<file path="src/common/flash_writer_defs.vh">
// Constants for the flash self-programming write sequencer
`ifndef FLASH_WRITER_DEFS_VH
`define FLASH_WRITER_DEFS_VH

// Special function register addresses on the CPU register port
`define ADDR_TABLE_POINTER_UPPER 8'hF8
`define ADDR_TABLE_POINTER_HIGH  8'hF7
`define ADDR_TABLE_POINTER_LOW   8'hF6
`define ADDR_TABLE_LATCH         8'hF5
`define ADDR_INTERRUPT_CONTROL   8'hF2
`define ADDR_FLASH_UNLOCK_KEY    8'hA7
`define ADDR_FLASH_CONTROL       8'hA6

// Flash control field positions
`define FC_ERASE_SELECT_BIT 4
`define FC_WRITE_ERROR_BIT  3
`define FC_WRITE_ENABLE_BIT 2
`define FC_WRITE_START_BIT  1

// Unlock keys
`define UNLOCK_KEY_FIRST  8'h55
`define UNLOCK_KEY_SECOND 8'hAA

// Table operation modes
`define TBL_MODE_PLAIN    2'h0
`define TBL_MODE_POST_INC 2'h1
`define TBL_MODE_POST_DEC 2'h2
`define TBL_MODE_PRE_INC  2'h3

// Reset values
`define RESET_BYTE    8'h00
`define RESET_POINTER 22'h000000

// Holding buffer and erase block geometry
`define HOLD_BYTES     64
`define HOLD_IDX_BITS  6
`define ERASE_LSB_BITS 10

// Timing: programming and erase times in nanoseconds, clock period in ns
`define CLK_PERIOD_NS      10
`define PROG_WRITE_TIME_NS 1000000
`define ERASE_TIME_NS      1000000
`define PROG_WRITE_CYCLES  (`PROG_WRITE_TIME_NS / `CLK_PERIOD_NS)
`define ERASE_CYCLES       (`ERASE_TIME_NS / `CLK_PERIOD_NS)

`endif

</file>
<file path="src/verilog/flash_self_program_writer.v">
// Flash self-programming sequencer: pointer, holding buffer, unlock and long write
`include "flash_writer_defs.vh"

// Behaviour
// - Unlocked write-start programs from holding registers
// - CPU stalled for whole long write
// - Write enable bit 2 gates any write
// - Reset during write sets write error flag
// - Control bits: erase 4, error 3, enable 2, start 1
// - Unimplemented bits read as zero
// - Unlock register is not storage, feeds detection
// - Pointer split low, high, upper with bit 21
// - Erase select makes write-start erase the block
// - Erase uses pointer bits 21 to 10 only
// - Holding registers keep contents after a write
// - Internal timer ends each long cycle
module flash_self_program_writer #(
  parameter PROG_CYCLES  = `PROG_WRITE_CYCLES, // Long write duration in clocks
  parameter ERASE_CYCLES = `ERASE_CYCLES       // Block erase duration in clocks
) (
  input  wire        sys_clk,
  input  wire        arst_n,
  input  wire        master_reset_evt,
  input  wire        watchdog_timer_evt,
  input  wire        sfr_wr,
  input  wire [7:0]  sfr_addr,
  input  wire [7:0]  sfr_wdata,
  output reg  [7:0]  sfr_rdata,
  input  wire        tbl_wr,
  input  wire        tbl_rd,
  input  wire [1:0]  tbl_mode,
  output reg         cpu_stall,
  output reg  [21:0] flash_addr,
  output reg  [7:0]  flash_wdata,
  output reg         flash_prog_we,
  output reg         flash_erase,
  output reg         flash_rd,
  input  wire [7:0]  flash_rd_data
);

  // One-hot sequencer states
  localparam [2:0] S_IDLE  = 3'h1; // Waiting for an unlocked start
  localparam [2:0] S_LOAD  = 3'h2; // Streaming holding bytes to the array
  localparam [2:0] S_TIMED = 3'h4; // Programming timer running

  reg [7:0]  hold_mem [0:`HOLD_BYTES-1]; // Holding buffer, never cleared
  reg [21:0] table_pointer;              // Byte pointer into program space
  reg [7:0]  table_latch;                // Table read and write data byte
  reg [7:0]  interrupt_control;          // Interrupt control storage
  reg        erase_select;               // Erase instead of program
  reg        write_error_flag;           // Long write was cut by a reset
  reg        write_enable_bit;           // Software write permission
  reg        write_start;                // Long cycle requested or running
  reg        key_first_seen;             // First key just written
  reg        key_armed;                  // Both keys just written
  reg [2:0]  state;                      // Sequencer state
  reg [`HOLD_IDX_BITS-1:0] load_idx;     // Holding byte being streamed
  reg [31:0] timer;                      // Programming timer
  reg        rd_pending;                 // Table read data due this cycle

  // Decoded access strobes
  wire wr_ctrl  = sfr_wr && (sfr_addr == `ADDR_FLASH_CONTROL);
  wire wr_key   = sfr_wr && (sfr_addr == `ADDR_FLASH_UNLOCK_KEY);
  wire tbl_any  = tbl_wr || tbl_rd;
  wire cut_evt  = master_reset_evt || watchdog_timer_evt;
  wire busy     = !state[0];
  wire start_req = wr_ctrl && sfr_wdata[`FC_WRITE_START_BIT] && !busy;

  // Pointer value used by a table access and after it
  reg [21:0] access_ptr;
  reg [21:0] next_ptr;
  always @* begin
    access_ptr = table_pointer;
    next_ptr   = table_pointer;
    if (tbl_mode == `TBL_MODE_PRE_INC) begin
      access_ptr = table_pointer + 22'h000001;
      next_ptr   = access_ptr;
    end else if (tbl_mode == `TBL_MODE_POST_INC) begin
      next_ptr = table_pointer + 22'h000001;
    end else if (tbl_mode == `TBL_MODE_POST_DEC) begin
      next_ptr = table_pointer - 22'h000001;
    end
  end

  // Start is accepted only with enable set and keys fresh
  wire next_enable = wr_ctrl ? sfr_wdata[`FC_WRITE_ENABLE_BIT] : write_enable_bit;
  wire start_ok    = start_req && key_armed && next_enable;
  // Erase select as it stands after this cycle's control write
  wire next_erase  = wr_ctrl ? sfr_wdata[`FC_ERASE_SELECT_BIT] : erase_select;

  // Holding buffer writes, no reset so stale data survives
  always @(posedge sys_clk) begin
    if (tbl_wr && !busy) begin
      hold_mem[access_ptr[`HOLD_IDX_BITS-1:0]] <= table_latch;
    end
  end

  // Unlock key detection, any other register write or table access breaks the chain
  always @(posedge sys_clk or negedge arst_n) begin
    if (!arst_n) begin
      key_first_seen <= 1'b0;
      key_armed      <= 1'b0;
    end else if (cut_evt) begin
      key_first_seen <= 1'b0;
      key_armed      <= 1'b0;
    end else if (wr_key) begin
      key_first_seen <= (sfr_wdata == `UNLOCK_KEY_FIRST);
      key_armed      <= key_first_seen && (sfr_wdata == `UNLOCK_KEY_SECOND);
    end else if (sfr_wr || tbl_any) begin
      key_first_seen <= 1'b0;
      key_armed      <= 1'b0;
    end
  end

  // Software-visible registers and table accesses
  always @(posedge sys_clk or negedge arst_n) begin
    if (!arst_n) begin
      table_pointer     <= `RESET_POINTER;
      table_latch       <= `RESET_BYTE;
      interrupt_control <= `RESET_BYTE;
      erase_select      <= 1'b0;
      write_enable_bit  <= 1'b0;
      write_error_flag  <= 1'b0;
      rd_pending        <= 1'b0;
    end else begin
      rd_pending <= 1'b0;
      // Reset cut into a long cycle, error set wins over clear
      if (cut_evt && busy) begin
        write_error_flag <= 1'b1;
      end else if (wr_ctrl) begin
        write_error_flag <= sfr_wdata[`FC_WRITE_ERROR_BIT];
      end
      if (cut_evt) begin
        write_enable_bit <= 1'b0;
        erase_select     <= 1'b0;
      end else if (wr_ctrl) begin
        erase_select     <= sfr_wdata[`FC_ERASE_SELECT_BIT];
        write_enable_bit <= sfr_wdata[`FC_WRITE_ENABLE_BIT];
      end
      if (sfr_wr && !busy) begin
        // Pointer bytes, upper byte holds bits 21 to 16
        if (sfr_addr == `ADDR_TABLE_POINTER_UPPER) begin
          table_pointer[21:16] <= sfr_wdata[5:0];
        end else if (sfr_addr == `ADDR_TABLE_POINTER_HIGH) begin
          table_pointer[15:8] <= sfr_wdata;
        end else if (sfr_addr == `ADDR_TABLE_POINTER_LOW) begin
          table_pointer[7:0] <= sfr_wdata;
        end else if (sfr_addr == `ADDR_TABLE_LATCH) begin
          table_latch <= sfr_wdata;
        end else if (sfr_addr == `ADDR_INTERRUPT_CONTROL) begin
          interrupt_control <= sfr_wdata;
        end
      end else if (tbl_any && !busy) begin
        // Table access moves the pointer per mode
        table_pointer <= next_ptr;
        rd_pending    <= tbl_rd;
      end
      if (rd_pending) begin
        table_latch <= flash_rd_data;
      end
    end
  end

  // Long write and erase sequencer with its timer
  always @(posedge sys_clk or negedge arst_n) begin
    if (!arst_n) begin
      state         <= S_IDLE;
      write_start   <= 1'b0;
      load_idx      <= {`HOLD_IDX_BITS{1'b0}};
      timer         <= 32'h00000000;
      cpu_stall     <= 1'b0;
      flash_addr    <= `RESET_POINTER;
      flash_wdata   <= `RESET_BYTE;
      flash_prog_we <= 1'b0;
      flash_erase   <= 1'b0;
      flash_rd      <= 1'b0;
    end else begin
      flash_prog_we <= 1'b0;
      flash_erase   <= 1'b0;
      flash_rd      <= 1'b0;
      if (cut_evt) begin
        // Reset aborts any cycle in flight
        state       <= S_IDLE;
        write_start <= 1'b0;
        cpu_stall   <= 1'b0;
      end else begin
        case (state)
          S_IDLE: begin
            if (tbl_rd) begin
              // Table read address goes out to the array
              flash_addr <= access_ptr;
              flash_rd   <= 1'b1;
            end
            if (start_ok && next_erase) begin
              // Block erase ignores the low ten pointer bits
              flash_addr  <= {table_pointer[21:`ERASE_LSB_BITS],
                              {`ERASE_LSB_BITS{1'b0}}};
              flash_erase <= 1'b1;
              timer       <= ERASE_CYCLES - 1;
              write_start <= 1'b1;
              cpu_stall   <= 1'b1;
              state       <= S_TIMED;
            end else if (start_ok) begin
              write_start <= 1'b1;
              cpu_stall   <= 1'b1;
              load_idx    <= {`HOLD_IDX_BITS{1'b0}};
              state       <= S_LOAD;
            end
          end
          S_LOAD: begin
            // Stream one holding byte per clock into the addressed row
            flash_addr    <= {table_pointer[21:`HOLD_IDX_BITS], load_idx};
            flash_wdata   <= hold_mem[load_idx];
            flash_prog_we <= 1'b1;
            load_idx      <= load_idx + 1'b1;
            if (load_idx == `HOLD_BYTES - 1) begin
              timer <= PROG_CYCLES - 1;
              state <= S_TIMED;
            end
          end
          S_TIMED: begin
            // Timer ends the long cycle and releases the CPU
            if (timer == 32'h00000000) begin
              write_start <= 1'b0;
              cpu_stall   <= 1'b0;
              state       <= S_IDLE;
            end else begin
              timer <= timer - 32'h00000001;
            end
          end
          default: begin
            state <= S_IDLE;
          end
        endcase
      end
    end
  end

  // Registered read data, unimplemented bits and key register read zero
  always @(posedge sys_clk or negedge arst_n) begin
    if (!arst_n) begin
      sfr_rdata <= `RESET_BYTE;
    end else if (sfr_addr == `ADDR_TABLE_POINTER_UPPER) begin
      sfr_rdata <= {2'h0, table_pointer[21:16]};
    end else if (sfr_addr == `ADDR_TABLE_POINTER_HIGH) begin
      sfr_rdata <= table_pointer[15:8];
    end else if (sfr_addr == `ADDR_TABLE_POINTER_LOW) begin
      sfr_rdata <= table_pointer[7:0];
    end else if (sfr_addr == `ADDR_TABLE_LATCH) begin
      sfr_rdata <= table_latch;
    end else if (sfr_addr == `ADDR_INTERRUPT_CONTROL) begin
      sfr_rdata <= interrupt_control;
    end else if (sfr_addr == `ADDR_FLASH_CONTROL) begin
      sfr_rdata <= {3'h0, erase_select, write_error_flag,
                    write_enable_bit, write_start, 1'b0};
    end else begin
      sfr_rdata <= `RESET_BYTE;
    end
  end

endmodule // flash_self_program_writer

</file>
<file path="config.mk">
export PLATFORM = sky130hd
export DESIGN_NAME = flash_self_program_writer
export DESIGN_NICKNAME = d
export VERILOG_FILES = /design/src/verilog/flash_self_program_writer.v
export VERILOG_INCLUDE_DIRS = /design/src /design/src/common
export SDC_FILE = /design/constraint.sdc
export NUM_CORES = 1
export LEC_CHECK = 0
export BUFFER_PORTS_ARGS = -buffer_cell sky130_fd_sc_hd__buf_2
export CAP_MARGIN = 15
export CORE_MARGIN = 1.5
export CORE_UTILIZATION = 39
export DETAILED_ROUTE_END_ITERATION = 6
export MAX_ROUTING_LAYER = met4
export PLACE_DENSITY_LB_ADDON = 0.25
export SYNTH_ARGS = -nofsm -noshare
export SYNTH_HDL_FRONTEND = slang
export SYNTH_SLANG_ARGS = --single-unit
</file>
<file path="constraint.sdc">
create_clock -name sys_clk -period 5.2 [get_ports sys_clk]
set_clock_uncertainty 0.05 [all_clocks]
set_input_delay 0.52 -clock sys_clk [delete_from_list [all_inputs] [get_ports sys_clk]]
set_output_delay 0.52 -clock sys_clk [all_outputs]
set_load 0.01 [all_outputs]
</file>
==> metrics <==
outcome finished clean; cell area power density 404.4 nW/um^2; CP Capture Type register; post-synthesis async set-or-reset flop share 0.1987; startpoint types register; period utilisation layout 0.7280; H-tree level count 2; effective utilization at floorplan 0.3942; detailed-route DRC error count 0; CTS resizes 0; CTS tree done; Max Cap Viol 0; crit-path max FO 35; final setup violation count 0; Layout area overhead 12.51%; Power, Total 12320 uW; Reg clk slew, reported paths 60 ps; DRT antenna net count 0; DRT Pass-1 Iters 7; Synth Area in Simple Gates 0.08736; min Tclk post-route 3786 ps; root buf cell clkbuf_16; die area 71040 um^2; CTS Buffer Depth 3; XOR/XNOR Fraction of Synth Area 0.008408; critical path class register to register; Synth Net Count 1812; crit-path leading delay family simple AND/OR/NAND/NOR gates; Diodes inserted 0; Synth Area per Inst 15.28 um^2; sequential area share after synthesis 0.6850; met1 Usage GRT 0.2632; Crit path buffers/inverters 1; GR peak layer met2; number of buffers added on ports 74; Crit-path slowest cell a21o_1; grt met2 use 0.3201; EDFF count, synth 512; GPL Wtd Cong 0.8559; Synth Area in Compound Gates 0.07978; met3 usage 0.02786; Std-Cell Rows 96; fmax 264.1 MHz; final wirelength 67810 um; initial drt markers 1531; DP HPWL 42180 um; Worst Tran Pin Value 1064 ps; setup TNS 0 ps; total congestion overflow 0; Yosys top cell area share 0.5677; I/O pin total 75; CP required 5670 ps; maximum vdd drop 0.0002689 V; area leader, netlist edfxtp_1; Setup Fix Bufs, Post-CTS 0; critical path cell sequence or4_1, nor4_1, and4_1, a21o_1, inv_1, and2_1, a22o_1; ys flop type edfxtp_1; Adder-Cell Fraction of Synth Area 0.003234; via count 16030; relative slew slack 0.2906; vias in the first global route 16170; unrepaired setup endpoints after global routing no; global-route wire length before repair 103200 um; Inserted Clock Buffers 61; worst hold slack 88.66 ps; antenna violations before repair 0; layout cells sized above 1 0.1745; min-delay src flash_rd_data[6]; Tot GR Track Use 0.1983; Arr. time, crit path 4260 ps; largest family of logic cells by synthesized area multiplexers; synth top area cells edfxtp_1, dfrtp_1, mux4_2; yosys warns 0; max-slew violation count 0; slowest stage delay, CP 780 ps; nets 1879; Clock Latency Late Sink 640 ps; r2r startpoint timer[10]; CTS Sinks 639; worst min path class input pin to register; Cells after Synth 1772; Chip Width 266.5 um; vias per inst 5.682; leakage 0.01026 uW; number of synthesized register bits 639; Netlist cell types 72; Core Area 68710 um^2; Hold Violations, Final 0; crit path from timer[10]; die height 266.5 um; largest net degree at the start of global routing 76; routed len/inst 24.03 um; mux contribution to synthesized area 0.1183; Cell Area, Synth 27080 um^2
## where the power goes
part           switching [uW]  total, uW  internal, uW
Clock                    1920       4380          2460
Sequential                297       6240          5940
Combinational            1070       1710           636
Total                    3290      12300          9030
## logic make-up after synthesis
group                      Yosys count
AOI/OAI and AO/OA                  303
xor gates and xnor gates            26
adders and majority gates            7
buffers and inverters              125
DFF                                639
muxes                              218
and+or+nand+nor                    454
## worst paths after layout
kind	slack, ps	depth (start not counted)	to
worst min register to register	450	2	key_first_seen
max in group asynchronous	3390	3	table_latch[1]
worst min-delay path	90	3	table_latch[6]
worst max register to register	1410	7	timer[17]
min in group asynchronous	440	2	interrupt_control[6]
worst max-delay path	1410	7	timer[17]
## synth_stat cells, drive strengths merged (29+ instances only)
| master | count |
|---|---|
| a22oi | 69 |
| clkbuf | 62 |
| dfrtp | 126 |
| edfxtp | 512 |
| buf | 40 |
| nand2 | 83 |
| nor2 | 137 |
| mux4 | 80 |
| nand3 | 44 |
| and3 | 29 |
| mux2i | 122 |
| a21oi | 56 |
## sequential cells by signal (all words and copies together) (netlist names), 3 cells and up
name	cells
hold_mem	512
timer	32
flash_addr	22
table_pointer	22
flash_wdata	8
interrupt_control	8
sfr_rdata	8
table_latch	8
load_idx	6
state	3
## tightest hold or removal path, stage by stage
cell and delay (ps):
buf_2 80, a222oi_1 80, inv_1 60
## layout make-up
class | instances | area [um^2]
clock buffer | 84 | 1674
fill | 6169 | 38230
timing repair buffer | 106 | 631.9
sequential | 639 | 18570
inverter | 23 | 86.33
clock inverter | 31 | 290.3
multi-input combinational | 1008 | 8054
tap | 931 | 1165
## timing repair
action	in CTS	in global routing
endpoints found under the hold margin	74	0
hold buffers	1	0
endpoints found under the setup margin	0	0
## metal layers
metal | up-vias | routed length (um)
met4 | 0 | 1637
met3 | 105 | 3518
li1 | 7173 | -
met1 | 8270 | 29370
met2 | 486 | 33290
met5 | - | 0
## metrics by stage
step,setup WS (ps),cells,instance area [um^2],utilization
finish,1414,2822,30470,0.4435
global route,1097,2822,30470,0.4435
CTS,1449,2822,30470,0.4435
detailed placement,1478,2706,28500,0.4148
global placement,1570,2706,28500,0.4148
floorplan,2302,1772,27080,-
## layout by cell type (no fill, tap or decap), types with 16 or more instances in the layout
master and count:
mux4_2 80, buf_4 30, or3_1 20, and3_1 29, a22oi_1 69, nor2b_1 18, inv_1 23, nand2_1 83
edfxtp_1 512, mux2i_1 122, clkbuf_16 62, o21ai_0 24, nor2_1 137, dfrtp_1 115, o22ai_1 22, clkbuf_1 18
buf_2 73, mux2_2 16, xnor2_1 16, or4_1 21, a21oi_1 56, nand3_1 44, nor3_1 18
No activity file was read; power rests on OpenSTA's default activity.
